--- src/hdl/ebl_pkg.sv ---
package ebl_pkg;

    // ****************************************
    // geometry and timing
    // ****************************************
    localparam int NUM_CHAN = 4;
    localparam logic [8:0] CLK_DIV = 9'h100; // system clocks per memory clock
    localparam logic [7:0] CLK_HALF = 8'h80; // high and low phase length
    localparam logic [7:0] DIV_LAST = 8'hFF;
    localparam logic [3:0] SETTLE_CYC = 4'h8; // lets synchronisers fill before sensing
    localparam logic [4:0] CMD_BITS = 5'h09; // start, opcode, six address bits
    localparam logic [4:0] FRAME_LAST = 5'h18; // command bits plus sixteen data bits, minus one
    localparam int WORD_W = 16;

    // ****************************************
    // memory command and word addresses
    // ****************************************
    localparam logic [2:0] READ_OPCODE = 3'h6; // start bit then read opcode
    localparam logic [5:0] VENDOR_ADDR = 6'h00;
    localparam logic [5:0] SUBVENDOR_ADDR = 6'h01;

    // fallback words when no memory answers; values arbitrary
    localparam logic [15:0] DEF_VENDOR_ID = 16'h0000;
    localparam logic [15:0] DEF_SUBVENDOR_ID = 16'h0000;

    // ****************************************
    // register bit positions
    // ****************************************
    localparam int FEATURE_AUTODIR_BIT = 5;
    localparam int MODEM_INFRARED_BIT = 6;

    // synchroniser lanes
    localparam int PIN_SEL = 0;
    localparam int PIN_RDATA = 1;
    localparam int PIN_DIR = 2;
    localparam int PIN_IR = 3;
    localparam logic [3:0] PIN_IDLE = 4'hD; // select, straps idle high; read data low

    // ****************************************
    // types
    // ****************************************
    typedef enum logic [3:0] {
        LD_SENSE = 4'h1,
        LD_SHIFT = 4'h2,
        LD_GAP = 4'h4,
        LD_DONE = 4'h8
    } ebl_ld_e;

    typedef struct packed {
        logic serial_clock;
        logic select;
        logic write_data;
    } ebl_ctrl_s;

    typedef struct packed {
        logic [15:0] vendor;
        logic [15:0] subvendor;
    } ebl_ids_s;

endpackage

--- src/hdl/ebl_sync.sv ---
`timescale 1ns/100ps
module ebl_sync #(
    parameter int WIDTH = 4,
    parameter logic [WIDTH-1:0] INIT = '0
) (
    // clock and reset
    input wire logic clk,
    input wire logic rst,
    // asynchronous levels in, filtered levels out
    input wire logic [WIDTH-1:0] din,
    output logic [WIDTH-1:0] dout
);

    logic [WIDTH-1:0] f1_q;
    logic [WIDTH-1:0] f2_q;
    logic [WIDTH-1:0] f3_q;

    // three-stage chain; only the second stage reads the first
    always_ff @(posedge clk) begin
        if (rst) begin
            f1_q <= INIT;
            f2_q <= INIT;
            f3_q <= INIT;
        end else begin
            f1_q <= din;
            f2_q <= f1_q;
            f3_q <= f2_q;
        end
    end

    // a lane moves only when stages two and three agree
    genvar i;
    generate
        for (i = 0; i < WIDTH; i++) begin : g_lane
            always_ff @(posedge clk) begin
                if (rst) begin
                    dout[i] <= INIT[i];
                end else if (f2_q[i] == f3_q[i]) begin
                    dout[i] <= f3_q[i];
                end
            end
        end
    endgenerate

endmodule

--- src/hdl/ebl_loader.sv ---
`timescale 1ns/100ps
module ebl_loader (
    // clock and resets
    input wire logic CLK_SYS,
    input wire logic RESET,
    input wire logic SOFT_RESET,
    // serial configuration memory pins
    output logic CFGMEM_SERIAL_CLOCK,
    input wire logic CFGMEM_SELECT_I,
    output logic CFGMEM_SELECT_O,
    output logic CFGMEM_SELECT_OE,
    output logic CFGMEM_WRITE_DATA,
    input wire logic CFGMEM_READ_DATA,
    // board straps
    input wire logic AUTO_DIRECTION_STRAP_N,
    input wire logic INFRARED_STRAP_N,
    // memory control register fields
    input wire ebl_pkg::ebl_ctrl_s CFGMEM_CTRL,
    output logic CFGMEM_CTRL_RDATA,
    // load status and identification words
    output logic LOAD_DONE,
    output logic CFGMEM_PRESENT,
    output ebl_pkg::ebl_ids_s CFG_IDS,
    // per-channel strap copies
    output logic [ebl_pkg::NUM_CHAN-1:0] FEATURE_AUTO_DIRECTION,
    output logic [ebl_pkg::NUM_CHAN-1:0] MODEM_INFRARED
);

    // ****************************************
    // pin synchronisers
    // ****************************************
    logic [3:0] pin_raw;
    logic [3:0] pin_s;

    assign pin_raw = {INFRARED_STRAP_N, AUTO_DIRECTION_STRAP_N, CFGMEM_READ_DATA,
                      CFGMEM_SELECT_I};

    ebl_sync #(.WIDTH(4), .INIT(ebl_pkg::PIN_IDLE)) ebl_sync_i (
        .clk(CLK_SYS),
        .rst(RESET),
        .din(pin_raw),
        .dout(pin_s)
    );

    // ****************************************
    // load sequencer
    // ****************************************
    ebl_pkg::ebl_ld_e ld_q;
    logic [3:0] settle_q;
    logic [7:0] div_q;
    logic [4:0] bit_q;
    logic word_q; // 0 vendor, 1 sub-vendor
    logic [8:0] cmd_q;
    logic [15:0] data_q;
    logic period_end;
    logic frame_end;

    assign period_end = (div_q == ebl_pkg::DIV_LAST);
    assign frame_end = period_end && (bit_q == ebl_pkg::FRAME_LAST);

    // state walk: sense, two framed reads when a memory is fitted, then hand over to software
    always_ff @(posedge CLK_SYS) begin
        if (RESET) begin
            ld_q <= ebl_pkg::LD_SENSE;
        end else begin
            case (ld_q)
                ebl_pkg::LD_SENSE: begin
                    if (settle_q == ebl_pkg::SETTLE_CYC) begin
                        // pulled-up select means a memory is fitted
                        ld_q <= pin_s[ebl_pkg::PIN_SEL] ? ebl_pkg::LD_SHIFT
                                                        : ebl_pkg::LD_DONE;
                    end
                end
                ebl_pkg::LD_SHIFT: begin
                    if (frame_end) begin
                        ld_q <= ebl_pkg::LD_GAP;
                    end
                end
                ebl_pkg::LD_GAP: begin
                    if (period_end) begin
                        ld_q <= word_q ? ebl_pkg::LD_DONE : ebl_pkg::LD_SHIFT;
                    end
                end
                ebl_pkg::LD_DONE: ld_q <= ebl_pkg::LD_DONE;
                default: ld_q <= ebl_pkg::LD_SENSE;
            endcase
        end
    end

    // settle counter while the select line is released
    always_ff @(posedge CLK_SYS) begin
        if (RESET) begin
            settle_q <= '0;
        end else if (ld_q == ebl_pkg::LD_SENSE && settle_q != ebl_pkg::SETTLE_CYC) begin
            settle_q <= settle_q + 4'h1;
        end
    end

    // divide-by-256 phase counter, free only while a frame or gap runs
    always_ff @(posedge CLK_SYS) begin
        if (RESET || ld_q == ebl_pkg::LD_SENSE || ld_q == ebl_pkg::LD_DONE) begin
            div_q <= '0;
        end else begin
            div_q <= div_q + 8'h01;
        end
    end

    // bit position and word index across the two frames
    always_ff @(posedge CLK_SYS) begin
        if (RESET) begin
            bit_q <= '0;
            word_q <= 1'b0;
        end else if (ld_q == ebl_pkg::LD_SHIFT && period_end) begin
            bit_q <= frame_end ? 5'h00 : bit_q + 5'h01;
        end else if (ld_q == ebl_pkg::LD_GAP && period_end) begin
            word_q <= 1'b1;
        end
    end

    // command shifter, reloaded for each word; sends msb first
    always_ff @(posedge CLK_SYS) begin
        if (RESET) begin
            cmd_q <= '0;
        end else if (ld_q != ebl_pkg::LD_SHIFT) begin
            cmd_q <= {ebl_pkg::READ_OPCODE,
                      (ld_q == ebl_pkg::LD_GAP) ? ebl_pkg::SUBVENDOR_ADDR
                                                : ebl_pkg::VENDOR_ADDR};
        end else if (period_end) begin
            cmd_q <= {cmd_q[7:0], 1'b0};
        end
    end

    // read data taken at the end of each high phase, once the command is out
    always_ff @(posedge CLK_SYS) begin
        if (RESET) begin
            data_q <= '0;
        end else if (ld_q == ebl_pkg::LD_SHIFT && period_end && bit_q >= ebl_pkg::CMD_BITS) begin
            data_q <= {data_q[14:0], pin_s[ebl_pkg::PIN_RDATA]};
        end
    end

    // identification words; defaults stand when no memory was sensed
    always_ff @(posedge CLK_SYS) begin
        if (RESET) begin
            CFG_IDS <= {ebl_pkg::DEF_VENDOR_ID, ebl_pkg::DEF_SUBVENDOR_ID};
        end else if (ld_q == ebl_pkg::LD_GAP && div_q == '0) begin
            if (word_q) begin
                CFG_IDS.subvendor <= data_q;
            end else begin
                CFG_IDS.vendor <= data_q;
            end
        end
    end

    // presence and completion flags
    always_ff @(posedge CLK_SYS) begin
        if (RESET) begin
            CFGMEM_PRESENT <= 1'b0;
            LOAD_DONE <= 1'b0;
        end else begin
            if (ld_q == ebl_pkg::LD_SENSE && settle_q == ebl_pkg::SETTLE_CYC) begin
                CFGMEM_PRESENT <= pin_s[ebl_pkg::PIN_SEL];
            end
            LOAD_DONE <= (ld_q == ebl_pkg::LD_DONE);
        end
    end

    // ****************************************
    // memory pin drivers
    // ****************************************
    // sequencer owns the pins until done, so writes cannot collide with a frame
    always_ff @(posedge CLK_SYS) begin
        if (RESET) begin
            CFGMEM_SERIAL_CLOCK <= 1'b0;
            CFGMEM_SELECT_O <= 1'b0;
            CFGMEM_SELECT_OE <= 1'b0;
            CFGMEM_WRITE_DATA <= 1'b0;
        end else begin
            case (ld_q)
                ebl_pkg::LD_SHIFT: begin
                    CFGMEM_SERIAL_CLOCK <= (div_q >= ebl_pkg::CLK_HALF);
                    CFGMEM_SELECT_O <= 1'b1;
                    CFGMEM_SELECT_OE <= 1'b1;
                    CFGMEM_WRITE_DATA <= cmd_q[8];
                end
                ebl_pkg::LD_DONE: begin
                    CFGMEM_SERIAL_CLOCK <= CFGMEM_CTRL.serial_clock;
                    CFGMEM_SELECT_O <= CFGMEM_CTRL.select;
                    CFGMEM_SELECT_OE <= 1'b1;
                    CFGMEM_WRITE_DATA <= CFGMEM_CTRL.write_data;
                end
                default: begin // sensing: select released; gap: deselected; clock low in both
                    CFGMEM_SERIAL_CLOCK <= 1'b0;
                    CFGMEM_SELECT_O <= 1'b0;
                    CFGMEM_SELECT_OE <= (ld_q != ebl_pkg::LD_SENSE);
                    CFGMEM_WRITE_DATA <= 1'b0;
                end
            endcase
        end
    end

    // read-data level returned to software
    always_ff @(posedge CLK_SYS) begin
        if (RESET) begin
            CFGMEM_CTRL_RDATA <= 1'b0;
        end else begin
            CFGMEM_CTRL_RDATA <= pin_s[ebl_pkg::PIN_RDATA];
        end
    end

    // ****************************************
    // strap capture, one copy per channel
    // ****************************************
    logic strap_take;

    // taken at the end of sensing and again on soft reset
    assign strap_take = SOFT_RESET ||
                        (ld_q == ebl_pkg::LD_SENSE && settle_q == ebl_pkg::SETTLE_CYC);

    // register bit is an enable, so a low strap reads back as one
    genvar ch;
    generate
        for (ch = 0; ch < ebl_pkg::NUM_CHAN; ch++) begin : g_chan
            always_ff @(posedge CLK_SYS) begin
                if (RESET) begin
                    FEATURE_AUTO_DIRECTION[ch] <= 1'b0;
                    MODEM_INFRARED[ch] <= 1'b0;
                end else if (strap_take) begin
                    FEATURE_AUTO_DIRECTION[ch] <= !pin_s[ebl_pkg::PIN_DIR];
                    MODEM_INFRARED[ch] <= !pin_s[ebl_pkg::PIN_IR];
                end
            end
        end
    endgenerate

    logic [7:0] run_q; // cycles the memory clock has held its level
    logic clk_prev_q;

    always_ff @(posedge CLK_SYS) begin
        if (RESET) begin
            run_q <= '0;
            clk_prev_q <= 1'b0;
        end else begin
            clk_prev_q <= CFGMEM_SERIAL_CLOCK;
            if (CFGMEM_SERIAL_CLOCK != clk_prev_q) begin
                run_q <= 8'h01;
            end else if (run_q != 8'hFF) begin
                run_q <= run_q + 8'h01;
            end
        end
    end
endmodule

--- config.mk ---
export PLATFORM = sky130hd
export DESIGN_NAME = ebl_loader
export DESIGN_NICKNAME = d
export VERILOG_FILES = /design/src/hdl/ebl_pkg.sv /design/src/hdl/ebl_sync.sv /design/src/hdl/ebl_loader.sv
export SDC_FILE = /design/constraint.sdc
export NUM_CORES = 1
export LEC_CHECK = 0
export ABC_AREA = 1
export BUFFER_PORTS_ARGS = -buffer_cell sky130_fd_sc_hd__buf_2
export CAP_MARGIN = 30
export CORE_UTILIZATION = 25
export CTS_BUF_LIST = sky130_fd_sc_hd__clkbuf_8
export CTS_CLUSTER_DIAMETER = 30
export CTS_CLUSTER_SIZE = 30
export DETAILED_ROUTE_END_ITERATION = 16
export GPL_ROUTABILITY_DRIVEN = 1
export GPL_TIMING_DRIVEN = 0
export PLACE_DENSITY = 0.48
export SLEW_MARGIN = 25
export SYNTH_ARGS = -nofsm -noshare
export SYNTH_HDL_FRONTEND = slang
export SYNTH_HIERARCHICAL = 1
export SYNTH_SLANG_ARGS = --single-unit
--- constraint.sdc ---
create_clock -name CLK_SYS -period 1.7 [get_ports CLK_SYS]
set_input_delay 0.17 -clock CLK_SYS [delete_from_list [all_inputs] [get_ports CLK_SYS]]
set_output_delay 0.17 -clock CLK_SYS [all_outputs]
set_load 0.1 [all_outputs]
# Yosys cells after proc, flatten, opt, wreduce, memory -nomap -nowiden
# Index checks and enable logic that the tools add are counted.
# word_totals
regBits	104
inputBits	10
out_inout_bits	47
# classes
add_sub_neg	3
magnitude_cmp	2
n_eq_ne	17
muxes	14
n_bitwise	2
n_reduce_logical	20
# op_table
op	count
4-bit 2-to-1 mux	5
9-bit 2-to-1 mux	2
4-bit one-hot mux with 4 select lines	1
8-bit by 1-bit adder with 8-bit output, second input constant	1
4-bit == test, second input constant	2
8-bit == test, second input constant	1
8-bit >= comparator, second input constant	1
8-bit logical NOT	1
1-bit logical AND	7
2-bit != test, second input constant	3
1-bit one-hot mux with 2 select lines	3
2-bit AND reduction	3
5-bit by 1-bit adder with 5-bit output, second input constant	1
5-bit == test, second input constant	1
5-bit by 4-bit >= comparator with 1-bit output, second input constant	1
5-bit 2-to-1 mux	1
4-bit by 1-bit adder with 4-bit output, second input constant	1
1-bit == test	4
4-bit by 1-bit == test with 1-bit output, second input constant	1
4-bit by 2-bit == test with 1-bit output, second input constant	1
4-bit by 3-bit == test with 1-bit output, second input constant	1
4-bit by 1-bit != test with 1-bit output, second input constant	1
4-bit by 2-bit != test with 1-bit output, second input constant	1
4-bit != test, second input constant	1
other kinds (7)	13

# Logic depth before layout (Yosys ltp)
# Gate-level depths: netlist of run 1.
# depth
word_depth	4
ltp_mapped	10
mapped_depth_nobuf	10

# Cells and area by module
# Netlist of run 1, hierarchy kept.
# modules_own_cells
module	n_inst	cells_each	area_per_inst_um2
ebl_loader	1	485	3814.9
ebl_sync	1	59	523.0

# Least setup slack after synthesis of run 1
# Ideal clock, no wire load.
# synth_path
kind	flip-flop to output port
startpoint	register FEATURE_AUTO_DIRECTION[3] (netlist name)
endpoint	output port FEATURE_AUTO_DIRECTION[1] (netlist bit)
t_arrival_ns	1.410
t_required_ns	1.530
slack_ns	0.120
stages_incl_launch_ff	2
n_path_buf	1
cell_sequence	dfxtp_1 buf_4
# synth_lines
item	line_no	text
end, declared	ebl_loader.sv:25	output logic [ebl_pkg::NUM_CHAN-1:0] FEATURE_AUTO_DIRECTION,

# Worst setup path after layout of run 1
# layout_path
startpoint	register word_q
endpoint	register CFG_IDS[16] (netlist bit)
# layout_between
elab_chain_len	2
# layout_lines
item	line_no	text
start, declared	ebl_loader.sv:52	logic word_q;
start signal, assigned	ebl_loader.sv:112	word_q <= 1'b0;
start signal, assigned	ebl_loader.sv:116	word_q <= 1'b1;
1-bit inverter (no source line)	--	
2-bit AND reduction (no source line)	--	
end signal, assigned	ebl_loader.sv:145	CFG_IDS <= {ebl_pkg::DEF_VENDOR_ID, ebl_pkg::DEF_SUBVENDOR_ID};
end, declared	ebl_loader.sv:23	output ebl_pkg::ebl_ids_s CFG_IDS,
# Every way passes these cells.
# A chain may end at the register's enable or synchronous reset.

==> Flow_metrics.wiki, run 1 <==
{| class="wikitable"
! Metric !! Value
|-
| Shortest clock period the worst path allows after layout || 1.59 ns
|-
| Seq/Total Area, Yosys || between 40% and 50%
|-
| Relative slew margins || 64.0%
|-
| WHS Path Cells || 3
|-
| Layout cells sized above 1 || about a fifth
|-
| Flops & latches, synth || about 100
|-
| Register clock-pin slew on the reported worst setup and hold paths || ~0.11 ns
|-
| Post-place instance area || 4890 µm²
|-
| Average wire per standard cell || ~12 µm
|-
| Synthesized instance count || roughly 540
|-
| Start point of the worst hold path || SOFT_RESET
|-
| Final routed wirelength across all metal layers || 10300 µm
|-
| Arrival time reported for the critical path endpoint || around 1.9 ns
|-
| GR met3 Demand/Resource || under 10%
|-
| Worst hold-check path type || input port to register
|-
| Bufs on Longest Clock Path || 2
|-
| H-tree depth || 3
|-
| Global-route usage over all layers || between 10% and 20%
|-
| Layout Skew || 0.0152 ns
|-
| Worst-Skew Late Latency || 0.39 ns
|-
| I/O pin count || 57
|-
| Fmax achieved || approximately 630 MHz
|-
| Dpl ws || approximately 0.038 ns
|-
| Number of vias in the routed layout || 3685
|-
| Antenna violations before repair || 0
|-
| Global-route wire length before repair || about 17000 µm
|-
| Pin count of the biggest net entering global routing || 19
|-
| Classification of the worst setup path || register to register
|-
| Fraction of the cycle the final worst path needs || approximately 94%
|-
| Total number of nets in the final design || ~640
|-
| Depth of the most critical reg-to-reg path || 5
|-
| TritonCTS sink count || 104
|-
| Antenna viol nets, final || 0
|-
| Clock tree from TritonCTS || done
|-
| RD Place Congestion || approximately 0.76
|-
| Start of the worst register-to-register path || word_q
|-
| Post-Syn Nets || 561
|-
| Worst setup EP type || register
|-
| Tightest Pin Transition || about 0.54 ns
|-
| Setup violations, final || 0
|-
| IO buf count || 56
|-
| Worst Path Required || about 2.0 ns
|-
| Register-to-register setup slack || 0.11 ns
|-
| Synthesized area per cell || between 7 and 8 µm²
|-
| Final antenna diode count || 0
|-
| Total power per unit cell area || about 1000 nW/µm²
|-
| Pre-antenna DRT Iters || 4
|-
| Pleak || 2.15 nW
|-
| Worst-case setup margin in the final layout || 0.107 ns
|-
| Via-to-Cell Ratio || 4.37
|-
| Synthesized cell area || around 4300 µm²
|-
| Setup repair after global routing missed its margin || no
|-
| Hold violation total from the final report || 0
|-
| Run status || finished clean
|-
| Reg-to-reg critical path endpoint || CFG_IDS[16]
|-
| Terminating pin of the worst hold path || FEATURE_AUTO_DIRECTION[3]
|-
| Overall die width || ~130 µm
|-
| Starting Density || ~26%
|-
| Core outline area || between 15000 and 20000 µm²
|-
| First DRT Iteration DRCs || 207
|-
| Yosys cell types || 35
|-
| Top fanout value on the critical path || 10
|-
| Die area || 17900 µm²
|-
| Die Ht || ~130 µm
|-
| GR Util met1 || between 15 and 20%
|-
| Post-detailed-route DRC marker count || 0
|-
| Layout overhead on the synthesized area || 19.2%
|-
| Number of warnings printed during yosys synthesis || 6
|-
| Number of buffers created by CTS || 9
|-
| Number of maximum-capacitance violations || 0
|-
| Post-layout instance area || slightly above 5000 µm²
|-
| Final Slew Violations || 0
|-
| Post-detailed-placement half-perimeter wirelength || approximately 7700 µm
|-
| Via count of the first global-routing pass || 3430
|-
| Setup TNS || 0 ns
|-
| Launching element type of the critical path || register
|-
| Global route overflow || 0
|-
| Max rail drop VDD || between 0.4 and 0.5 mV
|-
| Busiest layer in global routing || met2
|-
| Root buf cell || clkbuf_8
|-
| GRT met2 Usage || between 10% and 20%
|-
| # rows || 47
|-
| Pwr Total || 0.00528 W
|}
-- worst max-delay path, cell delays in order (launching register included) --
cell and delay (ns):
dfxtp_1 0.31, buf_4 0.17, clkinvlp_4 0.20, clkbuf_1 0.43, nand4_1 0.22, a21oi_1 0.19
-- flip-flops by register name (all words and copies together), names as in the netlist, 4 cells and up --
signal	flops
ebl_sync_i/f2_q	4
ebl_sync_i/f1_q	4
bit_q	5
ebl_sync_i/f3_q	4
data_q	16
ebl_sync_i/dout	4
settle_q	4
CFG_IDS	32
div_q	8
ld_q	4
cmd_q	9
-- synth_stat cells, drive strengths merged --
| library cell | instances | area share, % |
|---|---|---|
| or2 | 7 | 1.0 |
| nand2 | 114 | 10 |
| o21ai | 14 | 1.6 |
| clkbuf | 10 | 0.87 |
| nor3 | 3 | 0.35 |
| dfxtp | 104 | 48 |
| nand3 | 28 | 3.7 |
| inv | 46 | 4.0 |
| ha | 7 | 2.0 |
| a21oi | 66 | 7.6 |
| o21bai | 1 | 0.43 |
| clkinv | 2 | 0.20 |
| buf | 24 | 4.4 |
| nand4 | 34 | 4.9 |
| nand3b | 15 | 2.6 |
| nor3b | 2 | 0.35 |
| nor2 | 62 | 6.8 |
| xor2 | 2 | 0.40 |
| a211oi | 1 | 0.17 |
| xnor2 | 2 | 0.40 |
-- cells in the final DEF, fill, tap and decap left out, drive strengths merged, types with 3 or more instances in the layout --
master	netlist	routed
a21oi	66	66
buf	24	81
clkbuf	10	19
dfxtp	104	104
dlygate4sd3	0	7
ha	7	7
inv	46	51
nand2	114	114
nand3	28	28
nand3b	15	15
nand4	34	34
nor2	62	62
nor3	3	3
o21ai	14	14
or2	7	7
-- layer usage --
| layer | routed length [µm] | vias up |
|---|---|---|
| met3 | 572 | 14 |
| met1 | 5060 | 1673 |
| met5 | 0 | - |
| met4 | 209 | 0 |
| met2 | 4420 | 70 |
| li1 | - | 1928 |
-- where the power goes --
group / switching, W / internal, W / leakage [nW] / total (W)
Sequential: 0.0000780 / 0.00255 / 0.843 / 0.00263
Clock: 0.000915 / 0.000554 / 0.0928 / 0.00147
Combinational: 0.000853 / 0.000327 / 1.21 / 0.00118
-- what timing repair did --
| action | 4_1_cts | 5_1_grt |
|---|---|---|
| buffers inserted | 0 | 1 |
| endpoints found under the hold margin | 7 | 0 |
| setup endpoints to repair | 0 | 36 |
| resized for setup | 0 | 8 |
| hold buffers | 7 | 0 |
-- layout make-up --
type,count,area (µm²)
Fill cell,1795,11600
Sequential cell,104,2080
Multi-Input combinational cell,358,1860
Timing Repair Buffer,64,358
Tap cell,220,275
Buffer,34,231
Inverter,48,185
Clock buffer,9,124
Clock inverter,6,51.3
-- metrics by stage --
stage | util [%] | hold slack (ns) | std cells
after floorplan | - | 0.249 | 544
after global placement | 29.2 | 0.348 | 820
after detailed placement | 29.2 | 0.351 | 820
after CTS | 30.7 | 0.0278 | 842
after global routing | 30.8 | 0.0683 | 843
final | 30.8 | 0.0502 | 843
-- worst max path at each step --
stage	from	end	depth (start not counted)
after floorplan	FEATURE_AUTO_DIRECTION[3]	FEATURE_AUTO_DIRECTION[1]	1
after global placement	div_q[0]	CFG_IDS[22]	8
after detailed placement	div_q[0]	CFG_IDS[22]	8
after CTS	div_q[0]	CFG_IDS[30]	8
after global routing	div_q[1]	data_q[13]	9
final	word_q	CFG_IDS[16]	5
-- cell families (layout without fill, tap and decap cells) --
logic type	after synthesis	after routing	synth area share, %
AOI/OAI and AO/OA	82	82	9.84
xor gates and xnor gates	4	4	0.808
adders and majority gates	7	7	2.02
buffers and inverters	82	161	9.46
DFF	104	104	48.0
and+or+nand+nor	265	265	29.9
(Power assumes the default switching activity.)
==> run 2, diff against run 1 <==
--- a/config.mk
+++ b/config.mk
@@ -5,7 +5,7 @@
 export SDC_FILE = /design/constraint.sdc
 export NUM_CORES = 1
 export LEC_CHECK = 0
-export ABC_AREA = 1
+export ABC_AREA = 0
 export BUFFER_PORTS_ARGS = -buffer_cell sky130_fd_sc_hd__buf_2
 export CAP_MARGIN = 30
 export CORE_UTILIZATION = 25
==> constraint.sdc (replaced) <==
create_clock -name CLK_SYS -period 1.9 [get_ports CLK_SYS]
set_input_delay 0.38 -clock CLK_SYS [delete_from_list [all_inputs] [get_ports CLK_SYS]]
set_output_delay 0.38 -clock CLK_SYS [all_outputs]
set_load 0.1 [all_outputs]
==> run 2 against run 1 <==
Highest routed layer unchanged. Combinational power decreased by 51%. Fmax down 13%. Critical path depth increased by 3. Clock power decreased by 11%. Power shrank 21%. Design area is 1.1% lower.
==> Flow_metrics.wiki, run 2 <==
{| class="wikitable"
! Metric !! Value
|-
| Layout cells sized above 1 || 26.0%
|-
| Number of warnings printed during yosys synthesis || 6
|-
| Synthesized instance count || slightly above 400
|-
| # rows || 46
|-
| Post-CTS Hold Buffers || 0
|-
| Top fanout value on the critical path || 5
|-
| Global-route usage over all layers || between 10 and 15%
|-
| Post-route worst hold slack || roughly 0.18 ns
|-
| Number of maximum-capacitance violations || 0
|-
| Pin count of the biggest net entering global routing || 18
|-
| Layout overhead on the synthesized area || 24.6%
|-
| Pwr Total || 0.00418 W
|-
| Main combinational cell family by area after synthesis || simple AND/OR/NAND/NOR gates
|-
| Run status || finished clean
|-
| Relative slew margins || around 66%
|-
| Final routed wirelength across all metal layers || 8910 µm
|-
| Hold violation total from the final report || 0
|-
| Most frequent cells in the layout || dfxtp_1 (100), buf_2 (58), nand2b_1 (49), mux2i_1 (49), nor2_1 (32)
|-
| Fmax achieved || 544 MHz
|-
| Total number of nets in the final design || 504
|-
| Setup violations, final || 0
|-
| Synth top cells by count || dfxtp_1 (104), mux2i_1 (49), nand2b_1 (49)
|-
| Worst-path cell chain || inv_1 > ha_1 > o41ai_2 > a2111oi_4 > buf_6 > buf_12 > buf_16 > a21o_1
|-
| Final antenna diode count || 0
|-
| Worst-case setup margin in the final layout || approximately 0.063 ns
|-
| GR Util met1 || 14.2%
|-
| Worst Path Required || around 2.2 ns
|-
| RD Place Congestion || around 0.7
|-
| Number of enable-type register cells in the synthesized netlist || 0
|-
| Core outline area || about 16000 µm²
|-
| Post-synthesis cell type with the largest combined area || dfxtp_1
|-
| Layout Skew || between 0.01 and 0.015 ns
|-
| Arrival time reported for the critical path endpoint || 2.13 ns
|-
| Crit path buf inv count || 4
|-
| Pre-antenna DRT Iters || 4
|-
| Total of fill cells in the finished design || around 1700
|-
| Synthesized cell area || a little over 4000 µm²
|-
| Register clock-pin slew on the reported worst setup and hold paths || 0.10 ns
|-
| Area share of the leading cell type in the synthesized netlist || 50.7%
|-
| TritonCTS sink count || ~100
|-
| Busiest layer in global routing || met2
|-
| Predominant post-synthesis flop cell || dfxtp_1
|-
| I/O pin count || 57
|-
| Worst setup EP type || register
|-
| Final Slew Violations || 0
|-
| Worst-Skew Late Latency || about 0.38 ns
|-
| Register-to-register setup slack || about 0.063 ns
|-
| Post-detailed-route DRC marker count || 0
|-
| Die Ht || approximately 130 µm
|-
| Dpl ws || -0.445 ns
|-
| Antenna viol nets, final || 0
|-
| Post-detailed-placement half-perimeter wirelength || between 5000 and 6000 µm
|-
| Largest register by flop count || CFG_IDS
|-
| Synthesized-area fraction occupied by ao, oa, aoi and oai cells || around 8.7%
|-
| IO buf count || 56
|-
| Crit path capture || data_q[0]
|-
| Bufs on Longest Clock Path || 2
|-
| Most area-consuming cells after synthesis || dfxtp_1 (51%), mux2i_1 (12%), nand2b_1 (7.5%), nor2_1 (2.9%), ha_1 (2.1%)
|-
| Synthesized area per cell || around 10 µm²
|-
| Antenna violations before repair || 0
|-
| Number of vias in the routed layout || just over 3000
|-
| Seq/Total Area, Yosys || roughly half
|-
| Via-to-Cell Ratio || 4.29
|-
| GRT met2 Usage || 17.4%
|-
| Clock tree from TritonCTS || done
|-
| Tightest Pin Transition || just over 0.5 ns
|-
| Worst hold-check path type || input port to register
|-
| Via count of the first global-routing pass || 2833
|-
| Depth of the most critical reg-to-reg path || 8
|-
| Post-synthesis simple-gate area fraction || approximately a fifth
|-
| Shortest clock period the worst path allows after layout || approximately 1.8 ns
|-
| Slowest Stage Delay on Critical Path || 0.43 ns
|-
| Root buf cell || clkbuf_8
|-
| Most common cell in the netlist || dfxtp_1
|-
| Area share of fa/ha/maj cells after synthesis || under 10%
|-
| Die area || ~17000 µm²
|-
| Fraction of the cycle the final worst path needs || a little over nine tenths
|-
| Setup TNS || 0 ns
|-
| H-tree depth || 3
|-
| Share of cell area taken by muxes after synthesis || between 10% and 20%
|-
| Flops & latches, synth || between 100 and 150
|-
| First DRT Iteration DRCs || between 100 and 150
|-
| Average wire per standard cell || 12.6 µm
|-
| Setup repair after global routing missed its margin || no
|-
| Total power per unit cell area || between 800 and 900 nW/µm²
|-
| Launch point of the worst path || bit_q[1]
|-
| Worst path top cell family by delay || compound AO/OA/AOI/OAI gates
|-
| Yosys cell types || 47
|-
| Fraction of registers with async set/reset || 0%
|-
| Largest registers || CFG_IDS x32, data_q x16, cmd_q x9
|-
| Reg-to-reg critical path endpoint || data_q[0]
|-
| Synthesized-area fraction occupied by xor and xnor cells || a little under 2%
|-
| Start of the worst register-to-register path || bit_q[1]
|-
| Launching element type of the critical path || register
|-
| Number of cells on the critical path || 8
|-
| Classification of the worst setup path || register to register
|-
| Global-route wire length before repair || between 10000 and 15000 µm
|-
| Starting Density || 25.7%
|-
| Most common cell after layout, fill and taps aside || dfxtp_1
|-
| Pleak || roughly 2.1 nW
|-
| Max stage delay cell, worst path || dfxtp_1
|-
| Global route overflow || 0
|-
| Post-Syn Nets || 420
|-
| Number of buffers created by CTS || 9
|-
| Flip-flop count of the largest register after layout || 32
|-
| Overall die width || roughly 130 µm
|-
| GR met3 Demand/Resource || about 3.6%
|-
| Max rail drop VDD || between 0.3 and 0.4 mV
|}
[run 2: changes by cell type in the layout (fill, tap and decap cells not counted), sizes merged, moves of 32 or more]
cell    previous run  this run
nand4             34         2
nand2            114        16
nand2b             0        49
a21oi             66        15
inv               51        14
mux2i              0        49
[run 2: worst min path at each step]
stage                     slack (ns)                 end  cells after the start              startpoint
after floorplan                 0.38  ebl_sync_i/f2_q[0]                      1      ebl_sync_i/f1_q[0]
after global placement          0.39  ebl_sync_i/f2_q[2]                      1      ebl_sync_i/f1_q[2]
after detailed placement        0.39  ebl_sync_i/f2_q[0]                      1      ebl_sync_i/f1_q[0]
after CTS                       0.16  ebl_sync_i/f1_q[3]                      2        INFRARED_STRAP_N
after global routing            0.15  ebl_sync_i/f1_q[2]                      2  AUTO_DIRECTION_STRAP_N
final                           0.18  ebl_sync_i/f1_q[2]                      2  AUTO_DIRECTION_STRAP_N
[run 2: logic make-up (layout without fill, tap and decap cells)]
kind of cell,after synthesis,in the layout
buf+inv,36,125
mux,49,49
flops,104,104
compound gates,53,53
simple gates,145,145
xor+xnor,9,9
fa+ha+maj,7,7
[run 2: worst register-to-register path: stages, from the launching register on]
cell and delay [ns]:
dfxtp_1 0.43, inv_1 0.09, ha_1 0.19, o41ai_2 0.35
a2111oi_4 0.13, buf_6 0.16, buf_12 0.12, buf_16 0.13
a21o_1 0.14
[run 2: per-stage QoR]
step	instances	utilization (%)	area [µm²]
floorplan	403	-	4100
global placement	675	29.2	4650
detailed placement	675	29.2	4650
CTS	709	31.8	5080
global route	708	32.1	5110
finish	708	32.1	5110
[run 2: final cells by class]
class                           instances  area, µm²  area share (%)
Tap cell                              216        270            5.29
Buffer                                 20        141            2.77
Inverter                               11       41.3           0.808
Timing Repair Buffer                   78        505            9.89
Clock inverter                          6       41.3           0.808
Multi-Input combinational cell        263       1880            36.9
Sequential cell                       104       2090            40.9
Clock buffer                           10        138            2.69
[run 2: report_power, final]
group / total [W] / internal, W / leakage [nW] / switching, W
clock network: 0.00131 / 0.000515 / 0.0905 / 0.000793
registers: 0.00230 / 0.00225 / 0.843 / 0.0000498
logic: 0.000574 / 0.000225 / 1.18 / 0.000349
[run 2: what timing repair did]
action                                  in CTS  in global routing
cloned                                       1                  0
pin swaps                                    3                  1
endpoints found under the setup margin      49                 60
gates resized for setup                     17                 13
buffers inserted                            19                  2
[run 2: metal layers]
metal	wire length [µm]	part of all wire, %	vias to the layer above
li1	-	-	1527
met4	119	1.3	0
met3	434	4.9	12
met1	4300	48	1446
met2	4060	46	53
met5	0	0	-
